[config.mk]
export PLATFORM = sky130hd
export DESIGN_NAME = reset_init
export DESIGN_NICKNAME = d
export VERILOG_FILES = /design/src/logic/reset_init_pkg.sv /design/src/logic/reset_init.sv
export SDC_FILE = /design/constraint.sdc
export NUM_CORES = 1
export LEC_CHECK = 0
export BUFFER_PORTS_ARGS = -buffer_cell sky130_fd_sc_hd__buf_2
export CORE_ASPECT_RATIO = 1.1
export CORE_MARGIN = 4
export CORE_UTILIZATION = 41
export DETAILED_ROUTE_END_ITERATION = 8
export GPL_TIMING_DRIVEN = 0
export HOLD_SLACK_MARGIN = 0.15
export SETUP_SLACK_MARGIN = 0.3
export SLEW_MARGIN = 15
export SYNTH_ARGS = -nofsm -noshare
export SYNTH_HDL_FRONTEND = slang
export SYNTH_SLANG_ARGS = --single-unit
[constraint.sdc]
create_clock -name clk_sys -period 2.4 [get_ports clk_sys]
set_input_delay 0.12 -clock clk_sys [delete_from_list [all_inputs] [get_ports clk_sys]]
set_output_delay 0.12 -clock clk_sys [all_outputs]
set_load 0.01 [all_outputs]
[src/logic/reset_init_pkg.sv]
/*
 * constants for the register reset and wake-up initialisation block:
 * register indices, reset values, implemented-bit masks and vectors.
 * assumes the core drives one-cycle reset-class and wake-up events on clk_sys.
 */
// Overview of operation
// - interrupt wake with a global enable set jumps to vector 0008h or 0018h
// - that wake pushes the current program counter and advances the stack pointer
// - a wake-up sets only the interrupt control and flag bits that caused it
// - port bit 6 works only in the two io oscillator modes, else reads 0
// - bus controller status resets alike in all five mirrored views
// - timer zero control loads ff on every reset, kept on wake-up
// - timer two period loads ff on every reset and every wake-up
// - low voltage detect control loads 05 on resets, kept on wake-up
// - timer two control clears its seven bits on resets, kept on wake-up
// - timer one control clears only on power-on or brown-out, bit 6 unused
// - serial address, status and both controls clear on resets, kept on wake
// - reset cause loads 01 11q0, 01 qquu or uu qquu per event class
// - counters, pointer low bytes and serial buffer undefined only after power-on
// - five-bit arithmetic status undefined after power-on, else kept
// - oscillator select and watchdog enable bits clear on resets, kept on wake
// - other resets load program counter 0000h, wake-up without vectoring resumes at pc plus two
package reset_init_pkg;
    localparam logic [20:0] PC_RESET = 21'h000000;
    localparam logic [20:0] VEC_HIGH = 21'h000008;
    localparam logic [20:0] VEC_LOW = 21'h000018;
    localparam logic [20:0] PC_STEP = 21'h000002;
    localparam logic [7:0] ALL_ONES = 8'hFF;
    localparam logic [7:0] LVD_INIT = 8'h05;
    localparam logic [7:0] CAN_INIT = 8'h80;
    localparam logic [7:0] M_TONE = 8'hBF;
    localparam logic [7:0] M_TTWO = 8'h7F;
    localparam logic [7:0] M_SIX = 8'h3F;
    localparam logic [7:0] M_FIVE = 8'h1F;
    localparam logic [7:0] M_NIB = 8'h0F;
    localparam logic [7:0] M_BIT = 8'h01;
    localparam logic [7:0] RC_POR = 8'h1C;
    localparam logic [7:0] RC_POR_Q = 8'h02;
    localparam logic [7:0] RC_RST = 8'h10;
    localparam logic [7:0] RC_Q = 8'h0C;
    localparam logic [7:0] RC_KEEP_RST = 8'h03;
    localparam logic [7:0] RC_KEEP_WAKE = 8'h33;
    localparam int IO_BIT = 6;
    localparam logic [7:0] A_TZ_CTL = 8'h00, A_TZ_HI = 8'h01, A_TZ_LO = 8'h02, A_OSC = 8'h03;
    localparam logic [7:0] A_LVD = 8'h04, A_WD = 8'h05, A_CAUSE = 8'h06, A_TO_CTL = 8'h07;
    localparam logic [7:0] A_TO_HI = 8'h08, A_TO_LO = 8'h09, A_TT_CNT = 8'h0A, A_TT_PER = 8'h0B;
    localparam logic [7:0] A_TT_CTL = 8'h0C, A_SBUF = 8'h0D, A_SADDR = 8'h0E, A_SSTAT = 8'h0F;
    localparam logic [7:0] A_SCTL1 = 8'h10, A_SCTL2 = 8'h11, A_P1_UP = 8'h12, A_P1_LO = 8'h13;
    localparam logic [7:0] A_P2_UP = 8'h14, A_P2_LO = 8'h15, A_BANK = 8'h16, A_ALU = 8'h17;
    localparam logic [7:0] A_INTC = 8'h18, A_IFLAG = 8'h19, A_PINS = 8'h1A, A_LAT = 8'h1B;
    localparam logic [7:0] A_DIR = 8'h1C, A_SPTR = 8'h1D, A_CAN = 8'h1E, A_CAN_LAST = 8'h22;
    localparam logic [7:0] A_IND_FIRST = 8'h23, A_IND_LAST = 8'h27;
endpackage : reset_init_pkg

[src/logic/reset_init.sv]
/*
 * register initialisation on power-on/brown-out, other resets and wake-up,
 * with program counter and return stack handling for interrupt wake-up.
 * assumes event inputs are one-cycle pulses from logic on clk_sys; only the
 * port pins come from outside and are synchronised here.
 */
// The register offsets and strobed register access are this design's own decisions.
module reset_init
    import reset_init_pkg::*;
(
    // clock and reset
    input wire logic clk_sys,
    input wire logic reset_n,
    // register port
    input wire logic [7:0] addr,
    input wire logic [7:0] wr_data,
    input wire logic wr_stb,
    input wire logic rd_stb,
    output logic [7:0] rd_data,
    // reset and wake events
    input wire logic por_evt,
    input wire logic rst_evt,
    input wire logic wake_wdt_evt,
    input wire logic wake_int_evt,
    input wire logic int_high_prio,
    input wire logic high_priority_global_int_enable,
    input wire logic low_priority_global_int_enable,
    input wire logic [3:0] cause_q,
    input wire logic [7:0] wake_int_ctl_set,
    input wire logic [7:0] wake_flag_set,
    // core state
    input wire logic [20:0] pc_now,
    output logic [20:0] pc,
    output logic [4:0] stack_top_upper,
    output logic [7:0] stack_top_high,
    output logic [7:0] stack_top_low,
    output logic [4:0] return_stack_pointer,
    // first port and peripherals
    input wire logic osc_io_mode,
    input wire logic [7:0] first_port_pins,
    input wire logic [7:0] can_status_in,
    output logic [7:0] first_port_latch,
    output logic [7:0] first_port_direction
);
    typedef struct packed {
        logic [20:0] pc;
        logic [20:0] tos;
        logic [4:0] sptr;
        logic [7:0] tz_ctl, tz_hi, tz_lo, osc, lvd, wd, cause, to_ctl, to_hi, to_lo;
        logic [7:0] tt_cnt, tt_per, tt_ctl, sbuf, saddr, sstat, sctl1, sctl2;
        logic [7:0] p1_up, p1_lo, p2_up, p2_lo, bank, alu, intc, iflag, lat, dir;
        logic [7:0] pin_s1, pin_s2, can, rdata;
    } state_t;

    state_t state_r;
    state_t state_nxt;
    logic wake;
    logic vec_take;
    logic [7:0] rd_val;

    assign wake = (wake_wdt_evt || wake_int_evt) && !por_evt && !rst_evt;
    assign vec_take = wake_int_evt && (high_priority_global_int_enable || low_priority_global_int_enable);

    // ------------------------------------------------------------
    // read mux
    // ------------------------------------------------------------
    always_comb
    begin
        rd_val = 8'h00;
        case (addr)
            A_TZ_CTL: rd_val = state_r.tz_ctl;
            A_TZ_HI: rd_val = state_r.tz_hi;
            A_TZ_LO: rd_val = state_r.tz_lo;
            A_OSC: rd_val = state_r.osc;
            A_LVD: rd_val = state_r.lvd;
            A_WD: rd_val = state_r.wd;
            A_CAUSE: rd_val = state_r.cause;
            A_TO_CTL: rd_val = state_r.to_ctl;
            A_TO_HI: rd_val = state_r.to_hi;
            A_TO_LO: rd_val = state_r.to_lo;
            A_TT_CNT: rd_val = state_r.tt_cnt;
            A_TT_PER: rd_val = state_r.tt_per;
            A_TT_CTL: rd_val = state_r.tt_ctl;
            A_SBUF: rd_val = state_r.sbuf;
            A_SADDR: rd_val = state_r.saddr;
            A_SSTAT: rd_val = state_r.sstat;
            A_SCTL1: rd_val = state_r.sctl1;
            A_SCTL2: rd_val = state_r.sctl2;
            A_P1_UP: rd_val = state_r.p1_up;
            A_P1_LO: rd_val = state_r.p1_lo;
            A_P2_UP: rd_val = state_r.p2_up;
            A_P2_LO: rd_val = state_r.p2_lo;
            A_BANK: rd_val = state_r.bank;
            A_ALU: rd_val = state_r.alu;
            A_INTC: rd_val = state_r.intc;
            A_IFLAG: rd_val = state_r.iflag;
            A_PINS: rd_val = osc_io_mode ? state_r.pin_s2 : (state_r.pin_s2 & ~(8'h01 << IO_BIT));
            A_LAT: rd_val = state_r.lat;
            A_DIR: rd_val = state_r.dir;
            A_SPTR: rd_val = {3'b000, state_r.sptr};
            default:
            begin
                // all status views share one store
                if (addr >= A_CAN && addr <= A_CAN_LAST)
                    rd_val = state_r.can;
                else
                    rd_val = 8'h00;
            end
        endcase
    end

    // ------------------------------------------------------------
    // next state
    // ------------------------------------------------------------
    always_comb
    begin
        state_nxt = state_r;
        state_nxt.pin_s1 = first_port_pins;
        state_nxt.pin_s2 = state_r.pin_s1;
        state_nxt.can = can_status_in;
        state_nxt.rdata = rd_stb ? rd_val : 8'h00;
        if (wr_stb)
        begin
            // stores mask away unimplemented bits
            case (addr)
                A_TZ_CTL: state_nxt.tz_ctl = wr_data;
                A_TZ_HI: state_nxt.tz_hi = wr_data;
                A_TZ_LO: state_nxt.tz_lo = wr_data;
                A_OSC: state_nxt.osc = wr_data & M_BIT;
                A_LVD: state_nxt.lvd = wr_data & M_SIX;
                A_WD: state_nxt.wd = wr_data & M_BIT;
                A_CAUSE: state_nxt.cause = wr_data & M_SIX;
                A_TO_CTL: state_nxt.to_ctl = wr_data & M_TONE;
                A_TO_HI: state_nxt.to_hi = wr_data;
                A_TO_LO: state_nxt.to_lo = wr_data;
                A_TT_CNT: state_nxt.tt_cnt = wr_data;
                A_TT_PER: state_nxt.tt_per = wr_data;
                A_TT_CTL: state_nxt.tt_ctl = wr_data & M_TTWO;
                A_SBUF: state_nxt.sbuf = wr_data;
                A_SADDR: state_nxt.saddr = wr_data;
                A_SSTAT: state_nxt.sstat = wr_data;
                A_SCTL1: state_nxt.sctl1 = wr_data;
                A_SCTL2: state_nxt.sctl2 = wr_data;
                A_P1_UP: state_nxt.p1_up = wr_data & M_NIB;
                A_P1_LO: state_nxt.p1_lo = wr_data;
                A_P2_UP: state_nxt.p2_up = wr_data & M_NIB;
                A_P2_LO: state_nxt.p2_lo = wr_data;
                A_BANK: state_nxt.bank = wr_data & M_NIB;
                A_ALU: state_nxt.alu = wr_data & M_FIVE;
                A_INTC: state_nxt.intc = wr_data;
                A_IFLAG: state_nxt.iflag = wr_data;
                A_LAT: state_nxt.lat = wr_data;
                A_DIR: state_nxt.dir = wr_data;
                A_SPTR: state_nxt.sptr = wr_data[4:0];
                default: state_nxt.rdata = state_nxt.rdata;
            endcase
        end
        if (wake)
        begin
            // causing bits set even if software clears them this cycle
            state_nxt.intc = state_nxt.intc | wake_int_ctl_set;
            state_nxt.iflag = state_nxt.iflag | wake_flag_set;
            state_nxt.tt_per = ALL_ONES;
            state_nxt.cause = (state_r.cause & RC_KEEP_WAKE) | ({4'h0, cause_q} & RC_Q);
            if (vec_take)
            begin
                state_nxt.pc = int_high_prio ? VEC_HIGH : VEC_LOW;
                state_nxt.tos = pc_now;
                state_nxt.sptr = state_r.sptr + 5'd1;
            end
            else
                state_nxt.pc = pc_now + PC_STEP;
        end
        if (por_evt || rst_evt)
        begin
            state_nxt.pc = PC_RESET;
            state_nxt.tos = PC_RESET;
            state_nxt.sptr = 5'd0;
            state_nxt.tz_ctl = ALL_ONES;
            state_nxt.tt_per = ALL_ONES;
            state_nxt.lvd = LVD_INIT;
            state_nxt.tt_ctl = 8'h00;
            state_nxt.saddr = 8'h00;
            state_nxt.sstat = 8'h00;
            state_nxt.sctl1 = 8'h00;
            state_nxt.sctl2 = 8'h00;
            state_nxt.p1_up = 8'h00;
            state_nxt.p2_up = 8'h00;
            state_nxt.bank = 8'h00;
            state_nxt.osc = 8'h00;
            state_nxt.wd = 8'h00;
            state_nxt.intc = 8'h00;
            state_nxt.iflag = 8'h00;
            state_nxt.can = CAN_INIT;
            state_nxt.cause = RC_RST | ({4'h0, cause_q} & RC_Q) | (state_r.cause & RC_KEEP_RST);
        end
        if (por_evt)
        begin
            // undefined contents are simply cleared; nothing may rely on them
            state_nxt.to_ctl = 8'h00;
            state_nxt.tz_hi = 8'h00;
            state_nxt.tz_lo = 8'h00;
            state_nxt.to_hi = 8'h00;
            state_nxt.to_lo = 8'h00;
            state_nxt.tt_cnt = 8'h00;
            state_nxt.sbuf = 8'h00;
            state_nxt.p1_lo = 8'h00;
            state_nxt.p2_lo = 8'h00;
            state_nxt.alu = 8'h00;
            state_nxt.cause = RC_POR | ({4'h0, cause_q} & RC_POR_Q);
        end
        if (!osc_io_mode)
        begin
            state_nxt.lat[IO_BIT] = 1'b0;
            state_nxt.dir[IO_BIT] = 1'b0;
        end
    end

    // ------------------------------------------------------------
    // state register
    // ------------------------------------------------------------
    always_ff @(posedge clk_sys or negedge reset_n)
    begin
        if (!reset_n)
        begin
            state_r <= '0;
            state_r.tz_ctl <= ALL_ONES;
            state_r.tt_per <= ALL_ONES;
            state_r.lvd <= LVD_INIT;
            state_r.cause <= RC_POR;
            state_r.can <= CAN_INIT;
        end
        else
            state_r <= state_nxt;
    end

    assign rd_data = state_r.rdata;
    assign pc = state_r.pc;
    assign stack_top_upper = state_r.tos[20:16];
    assign stack_top_high = state_r.tos[15:8];
    assign stack_top_low = state_r.tos[7:0];
    assign return_stack_pointer = state_r.sptr;
    assign first_port_latch = state_r.lat;
    assign first_port_direction = state_r.dir;

    logic any_rst;
    assign any_rst = por_evt || rst_evt;
endmodule : reset_init

# Word level (Yosys, flattened, before mapping)
# Cells that the tools add are included.
# totals
latchBits	0
out_inout_bits	71
in_bits	85
elab_cells	203
mem_bits_rw	0
register_bits	303
n_memories	0
romBits	0
# classes
shift	0
div_mod_pow	0
n_mux	57
n_addsub	2
mul	0
n_reduce_logical	69
n_eq_ne	32
bitwise	4
n_lt_le_gt_ge	2
# op_table
op	count
two-way mux 8 bit	39
case mux 8 bit (30 select lines)	1
two-way mux 229 bit	1
equality test 8 x 5 -> 1 bit (second input constant)	14
two-way mux 40 bit	2
equality test 8 x 4 -> 1 bit (second input constant)	8
two-way mux 16 bit	4
AND reduction 2 bit	29
two-way mux 55 bit	1
nonzero test 2 bit	26
two-way mux 47 bit	1
equality test 8 x 3 -> 1 bit (second input constant)	4
two-way mux 32 bit	1
two-way mux 26 bit	1
adder 21 x 2 -> 21 bit (second input constant)	1
two-way mux 21 bit	1
equality test 8 x 2 -> 1 bit (second input constant)	2
OR 8 bit	2
two-way mux 5 bit	2
equality test 8 x 1 -> 1 bit (second input constant)	1
greater-or-equal comparator 8 x 5 -> 1 bit (second input constant)	1
less-or-equal comparator 8 x 6 -> 1 bit (second input constant)	1
zero test 8 bit	1
nonzero test 4 bit	2
other kinds (11)	20

# Depth between registers and ports, before layout
# depth
ltp_word	6
depth_mapped	9
depth_no_buf	7

# Worst setup path before layout
# Ideal clock, no wire load.
# synth_timing
path_type	input to register
startpoint	input addr[3]
endpoint	register state_r (netlist bit rd_data[5])
setup_ps	136
slack_ps	568
arrival_time_ps	1697
required_ps	2264
path_buffers	4
cell_stages	8
path_cell_list	buf_2 clkbuf_1 buf_1 buf_2 mux2i_1 o32ai_1 nor4_1 a31oi_1
# synth_rtl
element	line	text
start, declared	reset_init.sv:15	input wire logic [7:0] addr,
end signal, assigned	reset_init.sv:234	state_r <= state_nxt;
end, declared	reset_init.sv:55	state_t state_r;

==> results.py <==
metrics = {
    "logic_synthesis": {
        "dominant_combinational_cell_family_by_area_after_synthesis": "simple AND/OR/NAND/NOR gates",
        "synth-async-reset-ratio": 1.00,
        "post_synth_inst_count": 1421,
        "warnings_synthesis": 0,
        "synth.most_common_cell": "sky130_fd_sc_hd__dfrtp_1",
        "yosysTopAreaCellShare": 0.452,
        "synth_top_cell_by_area": "sky130_fd_sc_hd__dfrtp_1",
        "yosys.area_share.adder": 0.00184,
        "synth_seq_area_share": 0.494,
        "dominantRegCellSynth": "sky130_fd_sc_hd__dfrtp_1",
        "synth-simple-area-share": 0.178,
        "synth_compound_area_frac": 0.132,
        "post_synth_num_cell_types": 73,
        "share_of_synthesized_area_spent_on_multiplexers": 0.110,
        "yosys_reg_bits": 268,
        "ys_top_cells_by_count": "sky130_fd_sc_hd__dfrtp_1 (246), sky130_fd_sc_hd__nand2_1 (234), sky130_fd_sc_hd__nor2_1 (123), sky130_fd_sc_hd__mux2i_1 (121), sky130_fd_sc_hd__a21oi_1 (83)",
        "cell_area_after_synthesis_um2": 13600,
        "synth.area.top_cells": "sky130_fd_sc_hd__dfrtp_1 (45%), sky130_fd_sc_hd__mux2i_1 (8.9%), sky130_fd_sc_hd__nand2_1 (6.4%)",
        "synth.avg_cell_area_um2": 9.59,
        "synth_edf_count": 0,
        "synth-xor-area-share": 0.0116,
        "synthesis.nets": 1508,
    },
    "timing": {
        "transition_time_at_the_pin_with_the_least_slew_margin_ns": 1.15,
        "hold_violations": 0,
        "timing.clock.skew_ns": 0.0152,
        "fmax_ghz": 0.454,
        "min_period_ns": 2.20,
        "grt_setup_unrepaired": "true",
        "relSlewSlack": 0.229,
        "timing.final.ws_setup_ns": 0.196,
        "slew_viol_final": 0,
        "setup_viol": 0,
        "final_min_period_over_clock_period": 0.918,
    },
    "floorplan": {
        "design.die.area_um2": 36200,
        "dieHeight_um": 199,
        "rows": 69,
        "io_pins": 156,
        "floorplan.initialDensity": 0.419,
        "coreArea_um2": 32500,
        "die_w_um": 182,
    },
    "critical_path": {
        "endpoint_of_the_most_critical_register_to_register_path": "rd_data[7]",
        "worst-path-max-fanout": 10,
        "worst_r2r_startpoint": "first_port_latch[7]",
        "ws_path_type": "in2reg",
        "cp_data_required_time_ns": 2.83,
        "worstSetupEndpointType": "register",
        "ff2ff_setup_slack_ns": 0.28,
        "critPathArrivalTime_ns": 2.63,
        "crit_path_start_kind": "primary input",
        "worst-r2r-cell-count": 5,
    },
    "grt": {
        "first_pass_grt_wire_length_um": 86600,
        "grt_start_max_net_pins": 95,
        "grt_pass1_vias": 12300,
        "grt.total_usage": 0.326,
        "grt_overflow": 0,
        "antenna_violations_before_repair": 0,
    },
    "clocking": {
        "clock_tree.buffer_depth": 3,
        "cts-root-buf": "sky130_fd_sc_hd__clkbuf_16",
        "clock_net_sink_count": 268,
        "cts-buffers-inserted": 30,
        "cts_tree": "done",
        "clk_transition_reported_paths_ns": 0.06,
        "cts_max_level": 1,
        "worstSkewPairLatency_ns": 0.58,
    },
    "placement": {
        "final_estimated_routing_congestion_in_global_placement": 1.01,
        "placement.cell_area_um2": 15000,
        "port-buffer-count": 147,
        "place_ws_ns": -1.04,
        "dpl.cell_count": 1996,
        "dp_hpwl_um": 43000,
    },
    "detailed_routing": {
        "vias_per_cell": 5.82,
        "vias": 12400,
        "first_pass_iters": 6,
        "route.antenna.remaining_nets": 0,
        "wl_per_cell_um": 28.0,
        "drc": 0,
        "drtIter0Drc": 1237,
        "postRouteWirelength_um": 59600,
    },
    "finish": {
        "antenna-diode-count": 0,
        "fin_area_um2": 16800,
        "finalNetCount": 1768,
        "fillCellCount": 3013,
        "final_layout_size_suffix_gt1_frac": 0.228,
        "final_cells": 2129,
        "syn_to_final_growth_pct": 23.6,
    },
    "pwr": {
        "power.share.switching": 0.265,
        "pwr-share-comb": 0.107,
        "sequentialPowerShare": 0.441,
        "total_leakage_power_nw": 7.68,
        "net-switching-power_mw": 2.80,
        "clkPwrFrac": 0.451,
        "vdd_drop_max_mv": 0.588,
        "power_per_cell_area_nw_per_um2": 627,
        "p_int_mw": 7.76,
    },
    "outcome": {
        "status": "finished, final reports clean",
    },
    "hold_path": {
        "worstHoldPathType": "in2async",
    },
    "run": {
        "timing.max_cap.violations": 0,
    },
}
routing by layer:
| layer | vias up | global-route usage | wire length (µm) |
|---|---|---|---|
| met2 | 691 | 0.513 | 26700 |
| met4 | 0 | 0.162 | 3500 |
| li1 | 5434 | - | - |
| met3 | 156 | 0.0568 | 4920 |
| met5 | - | 0 | 0 |
| met1 | 6103 | 0.439 | 24500 |
logic make-up (layout without fill, tap and decap cells):
| group | count (synthesis) | count (layout) |
|---|---|---|
| multiplexers | 146 | 146 |
| AND/OR/NAND/NOR | 525 | 525 |
| AO/OA/AOI/OAI | 283 | 283 |
| buffers and inverters | 179 | 461 |
| XOR/XNOR | 18 | 18 |
| adder cells (fa/ha/maj) | 2 | 2 |
| flip-flops | 268 | 268 |
power by group through the flow:
| stage | sequential, mW | clock (mW) | combinational [mW] |
|---|---|---|---|
| CTS | 4.66 | 4.81 | 1.12 |
| finish | 4.67 | 4.77 | 1.13 |
| global route | 4.67 | 5.01 | 1.20 |
| detailed placement | 4.74 | 0 | 1.00 |
| floorplan | 4.71 | 0 | 0.466 |
| global placement | 4.74 | 0 | 0.991 |
repair_timing:
| item | 4_1_cts | 5_1_grt |
|---|---|---|
| gates resized for setup | 20 | 16 |
| hold endpoints to repair | 201 | 0 |
| pin swaps | 0 | 1 |
| setup endpoints to repair | 63 | 41 |
| hold buffers | 79 | 0 |
| setup buffers | 0 | 0 |
through the flow:
step	hold WS [ns]	power (mW)	utilization	TNS, ns
floorplan	-0.176	5.18	-	0
global placement	0.228	5.73	0.458	-1063.70
detailed placement	0.181	5.75	0.460	-41.88
CTS	0.153	10.6	0.516	0
global route	0.189	10.9	0.518	0
finish	0.156	10.6	0.518	0
critical path: stages:
cell and delay, ns:
sky130_fd_sc_hd__buf_2 0.21, sky130_fd_sc_hd__clkbuf_1 0.40, sky130_fd_sc_hd__buf_4 0.38, sky130_fd_sc_hd__buf_2 0.42, sky130_fd_sc_hd__mux2i_1 0.36, sky130_fd_sc_hd__o32ai_1 0.18
sky130_fd_sc_hd__nor4_2 0.42, sky130_fd_sc_hd__a31oi_1 0.12
placed cells by master, fill, tap and decap left out, types with 5 or more instances in the layout:
| master | count |
|---|---|
| sky130_fd_sc_hd__a211oi_1 | 8 |
| sky130_fd_sc_hd__a21oi_1 | 83 |
| sky130_fd_sc_hd__a221oi_1 | 7 |
| sky130_fd_sc_hd__a22oi_1 | 22 |
| sky130_fd_sc_hd__a31oi_1 | 15 |
| sky130_fd_sc_hd__a32oi_1 | 14 |
| sky130_fd_sc_hd__and2_1 | 10 |
| sky130_fd_sc_hd__and3_1 | 11 |
| sky130_fd_sc_hd__buf_1 | 7 |
| sky130_fd_sc_hd__buf_2 | 164 |
| sky130_fd_sc_hd__buf_4 | 75 |
| sky130_fd_sc_hd__clkbuf_1 | 69 |
| sky130_fd_sc_hd__clkbuf_16 | 31 |
| sky130_fd_sc_hd__clkbuf_2 | 7 |
| sky130_fd_sc_hd__clkinv_2 | 9 |
| sky130_fd_sc_hd__dfrtp_1 | 246 |
| sky130_fd_sc_hd__dfstp_2 | 22 |
| sky130_fd_sc_hd__dlygate4sd3_1 | 79 |
| sky130_fd_sc_hd__inv_1 | 6 |
| sky130_fd_sc_hd__mux2_2 | 24 |
| sky130_fd_sc_hd__mux2i_1 | 121 |
| sky130_fd_sc_hd__nand2_1 | 233 |
| sky130_fd_sc_hd__nand2b_1 | 6 |
| sky130_fd_sc_hd__nand3_1 | 61 |
| sky130_fd_sc_hd__nand3_2 | 6 |
| sky130_fd_sc_hd__nand4_1 | 7 |
| sky130_fd_sc_hd__nor2_1 | 119 |
| sky130_fd_sc_hd__nor2_2 | 9 |
| sky130_fd_sc_hd__nor2_4 | 6 |
| sky130_fd_sc_hd__nor2b_1 | 11 |
| sky130_fd_sc_hd__nor3_1 | 12 |
| sky130_fd_sc_hd__o211ai_1 | 6 |
| sky130_fd_sc_hd__o21ai_0 | 76 |
| sky130_fd_sc_hd__o22ai_1 | 5 |
| sky130_fd_sc_hd__xnor2_1 | 9 |
| sky130_fd_sc_hd__xor2_1 | 9 |
state kept, by name, summed over array words and instances, names as in the netlist, 8 cells and up:
register and cells:
stack_top_high 8, pc 21, state_r 189, first_port_direction 8, first_port_latch 8, rd_data 8
state_nxt 8, stack_top_low 8
worst max path at each step:
| stage | start | endpoint | slack, ns | cells past startpoint |
|---|---|---|---|---|
| after global routing | addr[3] | rd_data[5] | 0.21 | 8 |
| after floorplan | addr[3] | rd_data[5] | 0.57 | 8 |
| after global placement | reset_n | state_r[98] | -3.98 | 1 |
| final | addr[3] | rd_data[5] | 0.20 | 8 |
| after detailed placement | addr[3] | rd_data[5] | -1.04 | 8 |
| after CTS | addr[3] | rd_data[5] | 0.14 | 8 |
layout make-up:
type | count | area [µm²] | area share
clock inverter | 13 | 143 | 0.00847
buffer | 172 | 973 | 0.0578
tap | 426 | 533 | 0.0316
timing repair buffer | 228 | 1590 | 0.0945
multi-input combinational | 974 | 5990 | 0.356
clock buffer | 41 | 853 | 0.0507
sequential | 268 | 6730 | 0.400
inverter | 7 | 26.3 | 0.00156
No activity file was read; power rests on OpenSTA's default activity.
